[src/hw/licr_regs.svh]
// Register offsets, field positions, reset values and timing for line control.
`ifndef LICR_REGS_SVH
`define LICR_REGS_SVH
`define LICR_OFS_LINE_CTRL 8'h05
`define LICR_OFS_POWER_CTRL 8'h06
`define LICR_OFS_RATE_SEL 8'h07
`define LICR_OFS_SPARE_A 8'h08
`define LICR_OFS_SPARE_B 8'h09
`define LICR_OFS_LOOPBACK 8'h0a
`define LICR_BIT_RING_NEG 6
`define LICR_BIT_RING_POS 5
`define LICR_BIT_MONITOR 3
`define LICR_BIT_RING_PROG 2
`define LICR_BIT_OFFHOOK 0
`define LICR_BIT_LINE_PD 4
`define LICR_BIT_SYS_PD 3
`define LICR_BIT_DOUBLE 3
`define LICR_BIT_LOOPBACK 0
`define LICR_RST_LINE_CTRL 8'h00
`define LICR_RST_POWER_CTRL 8'h10
`define LICR_RST_RATE_SEL 8'h00
`define LICR_RST_LOOPBACK 8'h00
`define LICR_ZERO_BYTE 8'h00
`define LICR_RING_HOLD_MS 5000
`define LICR_CLK_KHZ 20000
`define LICR_RING_HOLD_CYCLES (`LICR_RING_HOLD_MS * `LICR_CLK_KHZ)
`define LICR_TIMER_W 27
`define LICR_SLOT_W 5
`endif

[src/hw/licr_pkg.sv]
// Types shared by the line interface control register block.
package licr_pkg;
    typedef struct packed {
        logic offhook_command;
        logic onhook_monitor_enable;
        logic line_side_powerdown;
        logic system_side_powerdown;
        logic double_rate_sampling;
        logic digital_loopback_enable;
    } licr_ctrl_t;
    typedef struct packed {
        logic [7:0] addr;
        logic [7:0] wdata;
        logic wr;
        logic rd;
    } licr_req_t;
endpackage : licr_pkg

[src/hw/licr_top.sv]
// Line interface control registers: hook, ring status, power, rate, loopback.
//
// Contract
// - line control bit 6 shows negative ring
// - line control bit 5 shows positive ring
// - line control bit 3 selects on-hook monitoring
// - ring flag clears 5 s later or off-hook
// - full-wave option lets negative rings set flag
// - line control bit 0 commands off-hook
// - power bit 4 powers down line side
// - power bit 3 halts system side until reset
// - rate bit 3 selects 8 or 16 kHz
// - 16 kHz uses two adjacent timeslots per frame
// - loopback bit 0 returns receive data to transmit
`timescale 1ns/10ps
`include "licr_regs.svh"

module licr_top #(
    parameter logic [`LICR_TIMER_W-1:0] RING_HOLD_CYCLES =
        `LICR_TIMER_W'(`LICR_RING_HOLD_CYCLES)
) (
    // Clock and reset
    input wire logic CLK,
    input wire logic RESET,
    // Control port
    input wire licr_pkg::licr_req_t REQ,
    output logic [7:0] RDATA,
    // Line-side ring detector and options
    input wire logic RING_POS,
    input wire logic RING_NEG,
    input wire logic FULL_WAVE_RING_OPTION,
    // Line-side commands
    output licr_pkg::licr_ctrl_t CTRL,
    output logic RING_IN_PROGRESS,
    // Voice highway
    input wire logic FRAME_SYNC,
    input wire logic SLOT_STROBE,
    input wire logic [`LICR_SLOT_W-1:0] ASSIGNED_SLOT,
    input wire logic SERIAL_RECEIVE_INPUT,
    input wire logic TX_PATH_DATA,
    output logic SERIAL_TRANSMIT_OUTPUT,
    output logic SAMPLE_SLOT_EN
);

    ////////////////////////////////////////////////////////////////////////
    licr_pkg::licr_ctrl_t ctrl_r;
    logic ring_pos_r;
    logic ring_neg_r;
    logic ring_prog_r;
    logic [`LICR_TIMER_W-1:0] hold_cnt_r;
    logic [`LICR_SLOT_W-1:0] slot_cnt_r;
    logic [7:0] rdata_nxt;
    logic wr_ok;
    logic offhook_wr;
    logic qual_ring;
    // Power control reset byte, so its field can be picked out by position.
    localparam logic [7:0] pwr_rst = `LICR_RST_POWER_CTRL;

    function automatic logic hit(input logic [7:0] a, input logic [7:0] o);
        hit = (a == o);
    endfunction : hit

    // A powered-down system side takes no more writes until reset.
    assign wr_ok = REQ.wr && !ctrl_r.system_side_powerdown;
    assign offhook_wr = wr_ok && hit(REQ.addr, `LICR_OFS_LINE_CTRL) &&
        REQ.wdata[`LICR_BIT_OFFHOOK];
    assign qual_ring = (RING_POS && !ring_pos_r) ||
        (FULL_WAVE_RING_OPTION && RING_NEG && !ring_neg_r);

    ////////////////////////////////////////////////////////////////////////
    // Writable control fields; read-only and reserved bits are dropped.
    always_ff @(posedge CLK or posedge RESET)
    begin
        if (RESET)
        begin
            ctrl_r <= '0;
            ctrl_r.line_side_powerdown <= pwr_rst[`LICR_BIT_LINE_PD];
        end
        else if (wr_ok)
        begin
            if (hit(REQ.addr, `LICR_OFS_LINE_CTRL))
            begin
                ctrl_r.offhook_command <= REQ.wdata[`LICR_BIT_OFFHOOK];
                ctrl_r.onhook_monitor_enable <=
                    REQ.wdata[`LICR_BIT_MONITOR];
            end
            if (hit(REQ.addr, `LICR_OFS_POWER_CTRL))
            begin
                ctrl_r.line_side_powerdown <=
                    REQ.wdata[`LICR_BIT_LINE_PD];
                ctrl_r.system_side_powerdown <=
                    REQ.wdata[`LICR_BIT_SYS_PD];
            end
            if (hit(REQ.addr, `LICR_OFS_RATE_SEL))
                ctrl_r.double_rate_sampling <=
                    REQ.wdata[`LICR_BIT_DOUBLE];
            if (hit(REQ.addr, `LICR_OFS_LOOPBACK))
                ctrl_r.digital_loopback_enable <=
                    REQ.wdata[`LICR_BIT_LOOPBACK];
        end
    end

    ////////////////////////////////////////////////////////////////////////
    // Ring status sampling and ring-in-progress hold timer.
    always_ff @(posedge CLK or posedge RESET)
    begin
        if (RESET)
        begin
            ring_pos_r <= 1'b0;
            ring_neg_r <= 1'b0;
        end
        else
        begin
            ring_pos_r <= RING_POS;
            ring_neg_r <= RING_NEG;
        end
    end

    // A new ring wins over the off-hook clear in the same cycle.
    always_ff @(posedge CLK or posedge RESET)
    begin
        if (RESET)
        begin
            ring_prog_r <= 1'b0;
            hold_cnt_r <= '0;
        end
        else if (qual_ring)
        begin
            ring_prog_r <= 1'b1;
            hold_cnt_r <= RING_HOLD_CYCLES;
        end
        else if (offhook_wr)
        begin
            ring_prog_r <= 1'b0;
            hold_cnt_r <= '0;
        end
        else if (hold_cnt_r != '0)
        begin
            hold_cnt_r <= hold_cnt_r - `LICR_TIMER_W'(1);
            ring_prog_r <= (hold_cnt_r != `LICR_TIMER_W'(1));
        end
    end

    ////////////////////////////////////////////////////////////////////////
    // Register read path, answered one cycle after the read strobe.
    always_comb
    begin
        rdata_nxt = `LICR_ZERO_BYTE;
        if (hit(REQ.addr, `LICR_OFS_LINE_CTRL))
        begin
            rdata_nxt[`LICR_BIT_RING_NEG] = ring_neg_r;
            rdata_nxt[`LICR_BIT_RING_POS] = ring_pos_r;
            rdata_nxt[`LICR_BIT_MONITOR] = ctrl_r.onhook_monitor_enable;
            rdata_nxt[`LICR_BIT_RING_PROG] = ring_prog_r;
            rdata_nxt[`LICR_BIT_OFFHOOK] = ctrl_r.offhook_command;
        end
        if (hit(REQ.addr, `LICR_OFS_POWER_CTRL))
        begin
            rdata_nxt[`LICR_BIT_LINE_PD] = ctrl_r.line_side_powerdown;
            rdata_nxt[`LICR_BIT_SYS_PD] = ctrl_r.system_side_powerdown;
        end
        if (hit(REQ.addr, `LICR_OFS_RATE_SEL))
            rdata_nxt[`LICR_BIT_DOUBLE] = ctrl_r.double_rate_sampling;
        if (hit(REQ.addr, `LICR_OFS_LOOPBACK))
            rdata_nxt[`LICR_BIT_LOOPBACK] = ctrl_r.digital_loopback_enable;
    end

    always_ff @(posedge CLK or posedge RESET)
    begin
        if (RESET)
            RDATA <= `LICR_ZERO_BYTE;
        else if (REQ.rd)
            RDATA <= rdata_nxt;
    end

    ////////////////////////////////////////////////////////////////////////
    // Output flops for line-side commands and ring flag.
    always_ff @(posedge CLK or posedge RESET)
    begin
        if (RESET)
        begin
            CTRL <= '0;
            CTRL.line_side_powerdown <= pwr_rst[`LICR_BIT_LINE_PD];
            RING_IN_PROGRESS <= 1'b0;
        end
        else
        begin
            CTRL <= ctrl_r;
            RING_IN_PROGRESS <= ring_prog_r;
        end
    end

    ////////////////////////////////////////////////////////////////////////
    // Timeslot tracking; double rate claims the assigned slot and the next.
    always_ff @(posedge CLK or posedge RESET)
    begin
        if (RESET)
            slot_cnt_r <= '0;
        else if (FRAME_SYNC)
            slot_cnt_r <= '0;
        else if (SLOT_STROBE)
            slot_cnt_r <= slot_cnt_r + `LICR_SLOT_W'(1);
    end

    always_ff @(posedge CLK or posedge RESET)
    begin
        if (RESET)
            SAMPLE_SLOT_EN <= 1'b0;
        else
            SAMPLE_SLOT_EN <= (slot_cnt_r == ASSIGNED_SLOT) ||
                (ctrl_r.double_rate_sampling &&
                 slot_cnt_r == ASSIGNED_SLOT + `LICR_SLOT_W'(1));
    end

    // Loopback is taken ahead of the filters, so the bit is returned as is.
    always_ff @(posedge CLK or posedge RESET)
    begin
        if (RESET)
            SERIAL_TRANSMIT_OUTPUT <= 1'b0;
        else
            SERIAL_TRANSMIT_OUTPUT <= ctrl_r.digital_loopback_enable ?
                SERIAL_RECEIVE_INPUT : TX_PATH_DATA;
    end

    ////////////////////////////////////////////////////////////////////////
    AST_RING_NEG_READ: assert property (@(posedge CLK) disable iff (RESET)
        REQ.rd && hit(REQ.addr, `LICR_OFS_LINE_CTRL) ##1 1 |->
        RDATA[`LICR_BIT_RING_NEG] == $past(RING_NEG, 2))
        else $error("negative ring status wrong");
    AST_RING_POS_READ: assert property (@(posedge CLK) disable iff (RESET)
        REQ.rd && hit(REQ.addr, `LICR_OFS_LINE_CTRL) ##1 1 |->
        RDATA[`LICR_BIT_RING_POS] == $past(RING_POS, 2))
        else $error("positive ring status wrong");
    AST_MONITOR_OUT: assert property (@(posedge CLK) disable iff (RESET)
        wr_ok && hit(REQ.addr, `LICR_OFS_LINE_CTRL) |-> ##2
        CTRL.onhook_monitor_enable == $past(REQ.wdata[`LICR_BIT_MONITOR], 2))
        else $error("monitor mode not applied");
    AST_OFFHOOK_CLEARS: assert property (@(posedge CLK) disable iff (RESET)
        offhook_wr && !qual_ring |=> !ring_prog_r)
        else $error("off-hook did not clear ring flag");
    AST_HALF_WAVE: assert property (@(posedge CLK) disable iff (RESET)
        !ring_prog_r && !FULL_WAVE_RING_OPTION && !(RING_POS && !ring_pos_r)
        |=> !ring_prog_r)
        else $error("ring flag set without positive ring");
    AST_RING_SETS: assert property (@(posedge CLK) disable iff (RESET)
        qual_ring |=> ring_prog_r ##1 RING_IN_PROGRESS)
        else $error("qualifying ring did not set flag");
    AST_SYS_PD_STICKS: assert property (@(posedge CLK) disable iff (RESET)
        ctrl_r.system_side_powerdown |=> ctrl_r.system_side_powerdown &&
        $stable(ctrl_r))
        else $error("system side left power-down without reset");
    AST_LINE_PD_OUT: assert property (@(posedge CLK) disable iff (RESET)
        wr_ok && hit(REQ.addr, `LICR_OFS_POWER_CTRL) |-> ##2
        CTRL.line_side_powerdown == $past(REQ.wdata[`LICR_BIT_LINE_PD], 2))
        else $error("line power-down not applied");
    AST_LOOPBACK: assert property (@(posedge CLK) disable iff (RESET)
        ctrl_r.digital_loopback_enable |=>
        SERIAL_TRANSMIT_OUTPUT == $past(SERIAL_RECEIVE_INPUT))
        else $error("loopback data differs");
    AST_RESERVED_ZERO: assert property (@(posedge CLK) disable iff (RESET)
        REQ.rd && (hit(REQ.addr, `LICR_OFS_SPARE_A) ||
        hit(REQ.addr, `LICR_OFS_SPARE_B)) |=> RDATA == `LICR_ZERO_BYTE)
        else $error("reserved register not zero");

endmodule : licr_top

[config.mk]
export PLATFORM = sky130hd
export DESIGN_NAME = licr_top
export DESIGN_NICKNAME = d
export VERILOG_FILES = /design/src/hw/licr_pkg.sv /design/src/hw/licr_top.sv
export VERILOG_INCLUDE_DIRS = /design/src /design/src/hw
export SDC_FILE = /design/constraint.sdc
export NUM_CORES = 1
export LEC_CHECK = 0
export BUFFER_PORTS_ARGS = -buffer_cell sky130_fd_sc_hd__buf_2
export CAP_MARGIN = 10
export CELL_PAD_IN_SITES_DETAIL_PLACEMENT = 1
export CELL_PAD_IN_SITES_GLOBAL_PLACEMENT = 1
export CORE_MARGIN = 2
export CORE_UTILIZATION = 45
export CTS_BUF_LIST = sky130_fd_sc_hd__clkbuf_8
export DETAILED_ROUTE_END_ITERATION = 10
export GPL_TIMING_DRIVEN = 0
export PLACE_DENSITY_LB_ADDON = 0.1
export REMOVE_ABC_BUFFERS = 1
export SYNTH_ARGS = -nofsm -noshare
export SYNTH_HDL_FRONTEND = slang
export SYNTH_SLANG_ARGS = --single-unit
[constraint.sdc]
create_clock -name CLK -period 5.9 [get_ports CLK]
set_input_delay 1.18 -clock CLK [delete_from_list [all_inputs] [get_ports CLK]]
set_output_delay 1.18 -clock CLK [all_outputs]
set_load 0.005 [all_outputs]
-- Word level (Yosys, flattened, before mapping)
Index checks and enable logic that the tools add are counted.
- register bits: 56
- output and inout bits: 17
- logic and storage cells: 65
- bits of input ports: 32
- add/subtract/negate cells: 3
- multiplexer cells: 15
- equal/unequal tests: 7
- reduce and logical (&&, ||, !) cells: 19
- operators by type and width (kind ; number):
    2-to-1 mux 27 bit ; 3
    != test 27 x 1 -> 1 bit, second input constant ; 1
    nonzero test 27 bit ; 1
    subtractor 27 x 1 -> 27 bit, second input constant ; 1
    equality test 8 x 3 -> 1 bit, second input constant ; 3
    adder 5 x 1 -> 5 bit, second input constant ; 2
    equality test 5 bit ; 2
    2-to-1 mux 5 bit ; 2
    equality test 8 x 4 -> 1 bit, second input constant ; 1
    AND reduction 2 bit ; 4
    logical AND 1 bit ; 7
    2-to-1 mux 1 bit ; 7
    2-to-1 mux 2 bit ; 3
    zero test 1 bit ; 3
    nonzero test 3 bit ; 1
    logical OR 1 bit ; 2
    nonzero test 2 bit ; 1

-- Depth between registers and ports, before layout
Gate-level depths: netlist of run 1.
- word-level depth: 6
- depth in mapped cells: 9
- gate-level depth less buffers: 7

-- Worst setup path after synthesis of run 1
OpenSTA, ideal clock, no wires.
- path kind: input-to-reg
- start: input port REQ[15] (netlist name)
- end: register hold_cnt_r[0]
- arrival time: 2752 ps
- required time: 5768 ps
- slack: 3016 ps
- path buffers: 1
- setup time: 132 ps
- cell stages on the path: 6
- cells stage by stage: or4_1 -> nor3b_2 -> nand3_1 -> nand2_2 -> clkbuf_1 -> nor2_1
- longest elaborated chain between the ends: 5
- elaborated cells on any way between the ends: 6
- classes of those cells: eq/ne: 1; mux: 2; reduce/logical: 3
- RTL lines (what ; line ; source):
    start, declared ; licr_top.sv:26 ; input wire licr_pkg::licr_req_t REQ,
    equality test 8 x 3 -> 1 bit (*) ; licr_top.sv:60 ; hit = (a == o);
    logical AND 1 bit (*) (2 in a row) ; licr_top.sv:65 ; assign offhook_wr = wr_ok && hit(REQ.addr, `LICR_OFS_LINE_CTRL) &&
    2-to-1 mux 27 bit ; licr_top.sv:132 ; else if (offhook_wr)
    2-to-1 mux 27 bit ; licr_top.sv:127 ; else if (qual_ring)
    end signal, assigned ; licr_top.sv:139 ; hold_cnt_r <= hold_cnt_r - `LICR_TIMER_W'(1);
    end, declared ; licr_top.sv:50 ; logic [`LICR_TIMER_W-1:0] hold_cnt_r;
Mark *: on every way between the ends. The rest lies on a longest branch, timed or not.
A chain may end at the register's enable or synchronous reset.

-- Final worst setup path of run 1
- start: input port REQ[15] (netlist name)
- end: register hold_cnt_r[13]
The elaborated chain is that of the path after synthesis.

==> run summary, run 1 <==
Initial Utilization: 47.37%
Setup WS post-layout: 3.061 ns
ANT nets after route: 0
DP Area: 3107 um^2
Via count: 2265
Total Die Area: 6957 um^2
Die Y: 83.41 um
Worst setup path class: primary input to flip-flop
Share of cells above drive strength 1: 22.43%
Final period util: 48.12%
Slew Limit Fails: 0
Status: finished, final reports clean
CP max FO: 8
Clock latency on the worst-skew pair: 0.31 ns
CTS max path bufs: 2
HPWL after DPL: 4792 um
Slew headroom: 25.53%
Final hold viol count: 0
Synth area leader: dfrtp_1
Post-CTS Hold Buffers: 0
Power Density: 272.5 nW/um^2
Setup Viol. Count Final: 0
Io pins: 49
Top cells by area, synth: dfrtp_1, o21ai_0, xor2_1
Die width: 83.41 um
Setup Skew: 0.002670 ns
Clk slew on worst S/H paths: 0.10 ns
Place WS: 2.728 ns
Post-CTS sizing: 0
Final Critical Period: 2.839 ns
Antenna violations before repair: 0
Largest net degree at the start of global routing: 38
Total global routing overflow: 0
Data required time at the worst endpoint: 6.04 ns
Fmax: 352.3 MHz
Post-Syn Instances: 279
CTS tree: done
Final antenna diode count: 0
Worst VDD drop: 0.1283 mV
Synth unique cells: 55
TNS Setup: 0 ns
H-Tree Level Count: 2
Yosys warnings: 0
WP data arrival: 2.98 ns
Flops & latches, synth: 56
Vias in the first global route: 2393
Row cnt: 28
Min-delay worst type: flip-flop to flip-flop
Static Leakage: 1.352 nW
Routed length per instance: 16.61 um
RSZ-0062 raised after global routing: false
Vias/cell: 5.720
Worst slew pin tran: 1.117 ns
CTS Sinks: 56
Synthesized area: 2838 um^2
Port Buffers: 41
Max cap viols: 0
DRT Wirelength: 6579 um
Gpl congestion: 0.7525
Element type at the critical path start: primary input
Critical path endpoint category: flip-flop
Min Hold Slack: 0.3807 ns
Core ar.: 5991 um^2
Clock root cell: clkbuf_8
Setup Fix Bufs, Post-CTS: 0
Nets: 356
GRT Resource Usage Total: 20.38%
First-pass GRT wire length: 11620 um
Mean post-synth cell area: 10.17 um^2
DRC: 0
CTS Buf Count: 5
Design area: 3203 um^2
Synth-to-Final Area Change: 12.87%
Drt first pass iters: 4
Initial DRC Count: 83
Post-synthesis sequential area ratio: 49.47%
Synth top area share: 47.62%
[cell usage after synthesis (all sizes together)]
| cell type | instances |
|---|---|
| a211oi | 2 |
| a21o | 1 |
| a21oi | 15 |
| a22oi | 2 |
| a31o | 1 |
| a32oi | 1 |
| and2 | 2 |
| and3 | 2 |
| and4 | 3 |
| buf | 6 |
| clkbuf | 3 |
| conb | 1 |
| dfrtp | 54 |
| dfstp | 2 |
| ha | 4 |
| inv | 11 |
| mux2 | 7 |
| mux2i | 2 |
| nand2 | 14 |
| nand2b | 3 |
| nand3 | 7 |
| nand3b | 2 |
| nand4 | 6 |
| nand4b | 2 |
| nor2 | 21 |
| nor2b | 3 |
| nor3 | 7 |
| nor3b | 4 |
| nor4 | 4 |
| nor4bb | 1 |
| o211a | 1 |
| o211ai | 2 |
| o21a | 1 |
| o21ai | 21 |
| o22ai | 2 |
| o311ai | 2 |
| o31a | 1 |
| o31ai | 8 |
| or2 | 4 |
| or3 | 9 |
| or3b | 1 |
| or4 | 13 |
| xnor2 | 9 |
| xor2 | 12 |
[kinds of logic (layout without fill, tap and decap cells)]
logic type      Yosys count  after routing  synth area share [%]
simple gates            108            108                 22.36
compound gates           60             60                 12.96
flops                    56             56                 49.47
xor+xnor                 21             21                 6.482
buf+inv                  20             61                 3.351
mux                       9              9                 3.483
fa+ha+maj                 4              4                 1.764
other cells               1              2                0.1321
[metrics by stage]
step / std cells / util, % / total power [mW]
2_1_floorplan: 271 / - / 0.5917
3_3_place_gp: 387 / 51.52 / 0.6422
3_5_place_dp: 388 / 51.86 / 0.6536
4_1_cts: 396 / 53.47 / 0.8834
5_1_grt: 396 / 53.47 / 0.9303
6_report: 396 / 53.47 / 0.8727
[power by group]
group          total (mW)  switching, mW  leakage [nW]  internal, mW
logic               0.181          0.100         0.618        0.0806
clock network       0.226          0.130        0.0516        0.0964
registers           0.466         0.0450         0.682         0.421
[layout make-up]
| cell class | instances | area [um^2] |
|---|---|---|
| fill | 686 | 2788 |
| sequential | 56 | 1404 |
| multi-input combinational | 204 | 1343 |
| timing repair buffer | 42 | 225.2 |
| tap | 75 | 93.84 |
| clock buffer | 6 | 82.58 |
| inverter | 11 | 41.29 |
| clock inverter | 2 | 13.76 |
[flip-flops by register name, summed over array words and instances, names as in the netlist]
signal,count
hold_cnt_r,27
CTRL,6
RDATA,6
ctrl_r,6
slot_cnt_r,5
RING_IN_PROGRESS,1
SAMPLE_SLOT_EN,1
SERIAL_TRANSMIT_OUTPUT,1
ring_neg_r,1
ring_pos_r,1
ring_prog_r,1
[cell usage in the layout (no fill, tap or decap), types with 8 or more instances in the layout]
cell     instances
dfrtp_1         54
xor2_1          12
xnor2_1          9
or4_1           11
a21oi_1         15
o21ai_0         21
o31ai_1          8
nor2_1          21
buf_2           41
nand2_1         13
or3_1            8
inv_1           10
[path summary, 6_finish.rpt]
path	startpoint	to	slack, ns	cells after the start
setup reg to reg	hold_cnt_r[8]	hold_cnt_r[25]	3.17	5
hold reg to reg	ctrl_r[3]	CTRL[3]	0.38	0
max in group asynchronous	RESET	ctrl_r[3]	4.42	3
min in group asynchronous	RESET	slot_cnt_r[4]	0.87	2
setup / recovery	REQ[15]	hold_cnt_r[13]	3.06	6
hold / removal	ctrl_r[3]	CTRL[3]	0.38	0
[routing by layer]
layer  track usage, %  share of wire [%]  vias to the layer above
li1                 -                  -                     1095
met3            3.777                2.8                        4
met1            27.44                 46                     1132
met4            4.545               0.78                        0
met5                0                  0                        -
met2            34.46                 50                       34
[worst max-delay path: stages]
cell and delay (ns):
buf_2 0.09, or4_1 0.58, nor3b_2 0.46, nand3_1 0.23
nand2_1 0.28, o21ai_0 0.15
Power figures use the tool's default switching activity.
==> inputs of run 2 (changes only) <==
--- a/config.mk
+++ b/config.mk
@@ -6,12 +6,13 @@
 export SDC_FILE = /design/constraint.sdc
 export NUM_CORES = 1
 export LEC_CHECK = 0
+export ABC_AREA = 1
 export BUFFER_PORTS_ARGS = -buffer_cell sky130_fd_sc_hd__buf_2
 export CAP_MARGIN = 10
 export CELL_PAD_IN_SITES_DETAIL_PLACEMENT = 1
 export CELL_PAD_IN_SITES_GLOBAL_PLACEMENT = 1
 export CORE_MARGIN = 2
-export CORE_UTILIZATION = 45
+export CORE_UTILIZATION = 39
 export CTS_BUF_LIST = sky130_fd_sc_hd__clkbuf_8
 export DETAILED_ROUTE_END_ITERATION = 10
 export GPL_TIMING_DRIVEN = 0
==> constraint.sdc (replaced) <==
create_clock -name CLK -period 2.4 [get_ports CLK]
set_input_delay 0.48 -clock CLK [delete_from_list [all_inputs] [get_ports CLK]]
set_output_delay 0.48 -clock CLK [all_outputs]
set_load 0.005 [all_outputs]
==> run summary, run 2 <==
DRT Wirelength: 7848 um (+19%)
DRC: 0 (unchanged)
Synth-to-Final Area Change: 13.67%
Setup Viol. Count Final: 0 (unchanged)
Routed length per instance: 14.45 um (-13%)
RSZ-0062 raised after global routing: false
Worst slew pin tran: 0.8304 ns (-0.2866 ns)
H-Tree Level Count: 2 (unchanged)
HPWL after DPL: 6110 um (+28%)
Post-synth EDFFs: 0 (unchanged)
Io pins: 49 (unchanged)
CP max-delay cell: nor2_4
Synthesized area: 3122 um^2 (+10%)
Total global routing overflow: 0 (unchanged)
Top-count cell post-synth: nand2_1
Share of cells above drive strength 1: 19.95% (-2.5 points)
CTS max path bufs: 2 (unchanged)
Fillers: 985 (+44%)
Commonest non-fill, non-tap cells in the layout: nand2_1, nor2_1, dfrtp_1, inv_1, buf_2
Final period util: 81.67%
Largest net degree at the start of global routing: 34 (-11%)
Commonest cells post-synth: nand2_1, nor2_1, dfrtp_1
Power Density: 661.2 nW/um^2 (+140%)
CP max FO: 12 (+4)
CP cell instances: inv_1 > ha_1 > nand2_2 > nor2_8 > nand3_2 > nor2_4 > nand2_1 > nand2_1
Synth top area share: 43.29% (-4.3 points)
WP data arrival: 2.22 ns (-0.76 ns)
Worst setup path class: flip-flop to flip-flop
Initial DRC Count: 67 (-19%)
First-pass GRT wire length: 13460 um (+16%)
Int Pwr: 1.458 mW (+140%)
Antenna violations before repair: 0 (unchanged)
Final hold viol count: 0 (unchanged)
Post-Syn Instances: 396 (+42%)
Clk slew on worst S/H paths: 0.12 ns (+0.02 ns)
Status: finished, final reports clean
Core ar.: 7727 um^2 (+29%)
Synth unique cells: 38 (-31%)
CP bufs+invs: 1 (unchanged)
Element type at the critical path start: flip-flop
Worst VDD drop: 0.2428 mV (+89%)
Mean post-synth cell area: 7.883 um^2 (-22%)
Clock latency on the worst-skew pair: 0.32 ns (about the same)
Yosys warnings: 0 (unchanged)
Setup Skew: 0.009142 ns (+0.006472 ns)
Fmax: 510.2 MHz
ANT nets after route: 0 (unchanged)
DP Cell Count: 535 (+38%)
Cell mode on critical path: nand2_1
Seq pwr share: 47.7% (-5.7 points)
TNS Setup: 0 ns (unchanged)
Sw Share: 37.84% (+6.3 points)
Utilization after layout: 45.92% (-7.5 points)
Critical path endpoint category: flip-flop
Final Power: 2.346 mW (+170%)
Switching Power: 887.8 uW (+220%)
Row cnt: 32 (+14%)
Initial Utilization: 40.40% (-7.0 points)
Final Critical Period: 1.960 ns
Max FFs per register: 27 (unchanged)
Data required time at the worst endpoint: 2.66 ns (-3.38 ns)
Clock Power Share: 24.1% (-1.8 points)
Combinational Power Share: 28.2% (+7.5 points)
Drt first pass iters: 4 (unchanged)
Worst path top cell family by delay: simple AND/OR/NAND/NOR gates
Max cap viols: 0 (unchanged)
Largest Register: hold_cnt_r
Finished Layout Cells: 543 (+37%)
Top cells by area, synth: dfrtp_1, nand2_1, nor2_1
Ys flop type: dfrtp_1
Slew Limit Fails: 0 (unchanged)
Vias in the first global route: 2841 (+19%)
Port Buffers: 41 (unchanged)
Gpl congestion: 0.8218 (+9.2%)
Setup Fix Bufs, Post-CTS: 0 (unchanged)
CTS Buf Count: 5 (unchanged)
Slew headroom: 44.64% (+19 points)
Max incr delay on CP: 0.42 ns (-0.16 ns)
Via count: 2660 (+17%)
Total Die Area: 8736 um^2 (+26%)
Die Y: 93.47 um (+12%)
Flops & latches, synth: 56 (unchanged)
Most common cell after layout, fill and taps aside: nand2_1
Static Leakage: 1.673 nW (+24%)
Post-synthesis sequential area ratio: 44.97% (-4.5 points)
CTS tree: done
Synth area leader: dfrtp_1
Nets: 476 (+34%)
Clock root cell: clkbuf_8
Min-delay worst type: primary input to async pin
Final antenna diode count: 0 (unchanged)
GRT Resource Usage Total: 19.80% (-0.58 points)
CTS Sinks: 56 (unchanged)
Async S/R FF share, synth: 100.0% (unchanged)
Die width: 93.47 um (+12%)
Vias/cell: 4.899 (-14%)
==> run 2: cell types whose count changed after synthesis, moves of 6 or more <==
cell     previous run  this run
nand4_1             6        14
nand2_1            13        96
or3_1               8         0
mux2_2              7         1
nor2_2              0        14
or4_1              11         0
nor2_1             21        61
o31ai_1             8         2
inv_1              11        42
nand3_1             7        23
==> run 2: logic make-up after synthesis <==
kind of cell	synth area share (%)
and+or+nand+nor	34.63
DFF	44.97
buffers and inverters	6.493
AOI/OAI and AO/OA	6.774
xor gates and xnor gates	5.050
adders and majority gates	1.603
other	0.1201
muxes	0.3607
==> run 2: layer usage <==
| layer | global-route usage, % | up-vias | part of all wire [%] |
|---|---|---|---|
| met5 | 0 | - | 0 |
| li1 | - | 1348 | - |
| met1 | 25.12 | 1265 | 46 |
| met4 | 5.760 | 0 | 1.8 |
| met3 | 3.546 | 11 | 3.0 |
| met2 | 34.41 | 36 | 49 |
==> run 2: layout make-up <==
| class | instances | area, um^2 | area share (%) |
|---|---|---|---|
| multi-input combinational | 291 | 1530 | 43.12 |
| sequential | 56 | 1404 | 39.56 |
| timing repair buffer | 42 | 225.2 | 6.347 |
| inverter | 44 | 165.2 | 4.654 |
| tap | 102 | 127.6 | 3.597 |
| clock buffer | 5 | 68.82 | 1.939 |
| clock inverter | 3 | 27.53 | 0.7757 |
==> run 2: final timing paths <==
| check | startpoint | endpoint | slack, ns | cells after the start |
|---|---|---|---|---|
| max | hold_cnt_r[1] | ring_prog_r | 0.44 | 8 |
| min | RESET | hold_cnt_r[24] | 0.19 | 2 |
| max reg2reg | hold_cnt_r[1] | ring_prog_r | 0.44 | 8 |
| min reg2reg | ctrl_r[1] | CTRL[1] | 0.38 | 0 |
| max in group asynchronous | RESET | CTRL[3] | 1.57 | 3 |
| min in group CLK | RING_NEG | ring_neg_r | 0.30 | 1 |
==> run 2: per-stage QoR <==
stage | hold slack [ns] | area, um^2 | setup slack (ns)
final | 0.1883 | 3548 | 0.4399
after global routing | 0.2281 | 3548 | 0.2399
after CTS | 0.1990 | 3537 | 0.1256
after detailed placement | 0.3702 | 3441 | -0.09218
after global placement | 0.3562 | 3421 | -0.2459
after floorplan | 0.3537 | 3088 | 0.5520
==> run 2: worst register-to-register path: cells and delay by family (launching register included) <==
kind	cells	cell delay (ns)
adder cells (fa/ha/maj)	1	0.31
AND/OR/NAND/NOR	6	1.08
flip-flops	1	0.40
buffers and inverters	1	0.12
==> run 2: power groups by stage <==
stage	registers, mW	logic [mW]	clock network, mW
after floorplan	1.11	0.499	0
after global placement	1.13	0.641	0
after detailed placement	1.14	0.668	0
after CTS	1.12	0.669	0.585
after global routing	1.13	0.760	0.626
final	1.12	0.661	0.566
==> run 2: timing repair <==
| action | 4_1_cts | 5_1_grt |
|---|---|---|
| gates resized for setup | 0 | 1 |
| hold buffers | 0 | 0 |
| endpoints found under the setup margin | 0 | 2 |
==> inputs of run 3 (changes only) <==
--- a/config.mk
+++ b/config.mk
@@ -6,13 +6,13 @@
 export SDC_FILE = /design/constraint.sdc
 export NUM_CORES = 1
 export LEC_CHECK = 0
-export ABC_AREA = 1
+export ABC_AREA = 0
 export BUFFER_PORTS_ARGS = -buffer_cell sky130_fd_sc_hd__buf_2
 export CAP_MARGIN = 10
 export CELL_PAD_IN_SITES_DETAIL_PLACEMENT = 1
 export CELL_PAD_IN_SITES_GLOBAL_PLACEMENT = 1
 export CORE_MARGIN = 2
-export CORE_UTILIZATION = 39
+export CORE_UTILIZATION = 45
 export CTS_BUF_LIST = sky130_fd_sc_hd__clkbuf_8
 export DETAILED_ROUTE_END_ITERATION = 10
 export GPL_TIMING_DRIVEN = 0
==> constraint.sdc (replaced) <==
create_clock -name CLK -period 1.9 [get_ports CLK]
set_input_delay 0.38 -clock CLK [delete_from_list [all_inputs] [get_ports CLK]]
set_output_delay 0.38 -clock CLK [all_outputs]
set_load 0.005 [all_outputs]
==> run summary, run 3 (synthesized netlist as in run 1, its figures left out) <==
Int Pwr: 2.024 mW (+39%)
Final antenna diode count: 0 (unchanged)
Final hold viol count: 0 (unchanged)
Min-delay worst type: primary input to async pin
Most common cell after layout, fill and taps aside: dfrtp_1
Setup WS post-layout: -0.3495 ns (-0.7894 ns)
Worst setup path class: flip-flop to flip-flop
CTS tree: done
Core ar.: 5991 um^2 (-22%)
Status: finished with violations
Drt first pass iters: 4 (unchanged)
Sw Share: 35.29% (-2.6 points)
Synth-to-Final Area Change: 32.10%
FF-to-FF path depth: 6 (-2)
Switching Power: 1.103 mW (+24%)
Data required time at the worst endpoint: 2.10 ns (-0.56 ns)
Critical path endpoint category: flip-flop
CP bufs+invs: 1 (unchanged)
Max FFs per register: 27 (unchanged)
Row cnt: 28 (-13%)
Post-CTS Hold Buffers: 0 (unchanged)
DRC: 0 (unchanged)
Largest net degree at the start of global routing: 38 (+12%)
Port Buffers: 41 (unchanged)
Combinational Power Share: 28.3% (about the same)
Setup Viol. Count Final: 28 (+28)
Clock Power Share: 22.9% (-1.2 points)
Worst slew pin tran: 0.9502 ns (+0.1197 ns)
Total global routing overflow: 0 (unchanged)
Clock root cell: clkbuf_8
Vias in the first global route: 2677 (-5.8%)
Share of cells above drive strength 1: 41.76% (+22 points)
Antenna violations before repair: 0 (unchanged)
Max cap viols: 0 (unchanged)
GRT Resource Usage Total: 24.19% (+4.4 points)
Final Critical Period: 2.250 ns (+0.2894 ns)
CP cell instances: or4_4 > or3_4 > buf_4 > o31ai_4 > xor2_1 > nor2_1
Vias/cell: 6.110 (+25%)
Initial Utilization: 47.37% (+7.0 points)
H-Tree Level Count: 2 (unchanged)
TNS Setup: -7.182 ns (-7.182 ns)
ANT nets after route: 0 (unchanged)
Routed length per instance: 21.34 um (+48%)
Largest Register: hold_cnt_r
Initial DRC Count: 159 (+140%)
Die width: 83.41 um (-11%)
Worst path top cell family by delay: simple AND/OR/NAND/NOR gates
Fmax: 444.5 MHz (-13%)
Power Density: 834.2 nW/um^2 (+26%)
CP max FO: 4 (-8)
CP Depth: 6 (-2)
Final period util: 118.4% (+37 points)
Violated checks: setup timing
CTS Buf Count: 5 (unchanged)
Commonest non-fill, non-tap cells in the layout: dfrtp_1, buf_2, buf_4, nor2_1, o21ai_0
Nets: 387 (-19%)
Element type at the critical path start: flip-flop
Place WS: -0.7990 ns (-0.7068 ns)
Total Die Area: 6957 um^2 (-20%)
CP max-delay cell: or4_4
Die Y: 83.41 um (-11%)
Setup Skew: 0.008871 ns (-0.0002713 ns)
Slew Limit Fails: 0 (unchanged)
R2R setup slack: -0.35 ns (-0.79 ns)
Gpl congestion: 0.7525 (-8.4%)
Via count: 2609 (-1.9%)
First-pass GRT wire length: 13650 um (+1.4%)
Static Leakage: 1.599 nW (-4.5%)
HPWL after DPL: 4792 um (-22%)
Worst VDD drop: 0.4183 mV (+72%)
CTS max path bufs: 2 (unchanged)
Clk slew on worst S/H paths: 0.11 ns (about the same)
Io pins: 49 (unchanged)
WP data arrival: 2.45 ns (+0.23 ns)
Slew headroom: 36.17% (-8.5 points)
DRT Wirelength: 9112 um (+16%)
Clock latency on the worst-skew pair: 0.32 ns (about the same)
Seq pwr share: 48.8% (+1.1 points)
Max incr delay on CP: 0.57 ns (+0.15 ns)
Min Hold Slack: 0.05839 ns (-0.1299 ns)
RSZ-0062 raised after global routing: true
CTS Sinks: 56 (unchanged)
[run 3: layout make-up]
type                       instances  area, um^2
fill                             654        2242
multi-input combinational        207        1660
sequential                        56        1406
timing repair buffer              70       450.4
tap                               75       93.84
clock buffer                       6       82.58
inverter                          11       41.29
clock inverter                     2       13.76
[run 3: worst paths after layout]
check,start,endpoint
max,hold_cnt_r[19],hold_cnt_r[4]
min,RESET,hold_cnt_r[3]
max reg2reg,hold_cnt_r[19],hold_cnt_r[4]
min reg2reg,ctrl_r[3],CTRL[3]
max in group asynchronous,RESET,CTRL[3]
min in group CLK,RING_POS,ring_pos_r
[run 3: routing by layer]
layer / vias up / GRT usage, % / routed length [um]
met4: 0 / 6.452 / 169
met2: 94 / 41.64 / 4716
met1: 1329 / 31.77 / 3659
met3: 20 / 3.976 / 567
li1: 1166 / - / -
met5: - / 0 / 0
[run 3: power by group through the flow]
| stage | clock network (mW) | logic, mW | registers (mW) |
|---|---|---|---|
| 6_report | 0.716 | 0.886 | 1.52 |
| 5_1_grt | 0.764 | 0.965 | 1.55 |
| 4_1_cts | 0.728 | 0.678 | 1.47 |
| 3_5_place_dp | 0 | 0.561 | 1.47 |
| 3_3_place_gp | 0 | 0.534 | 1.46 |
| 2_1_floorplan | 0 | 0.408 | 1.43 |
[run 3: timing repair]
item | CTS | global route
gates resized for setup | 44 | 34
pin swaps | 24 | 22
cloned | 3 | 0
endpoints found under the setup margin | 28 | 28
buffers inserted | 18 | 10
[run 3: stage by stage]
| step | instances | instance area, um^2 | utilization (%) | power [mW] |
|---|---|---|---|---|
| after floorplan | 271 | 2788 | - | 1.837 |
| after CTS | 417 | 3530 | 58.92 | 2.874 |
| after global placement | 387 | 3087 | 51.52 | 1.994 |
| after detailed placement | 388 | 3107 | 51.86 | 2.029 |
| final | 427 | 3749 | 62.57 | 3.127 |
| after global routing | 427 | 3749 | 62.57 | 3.277 |
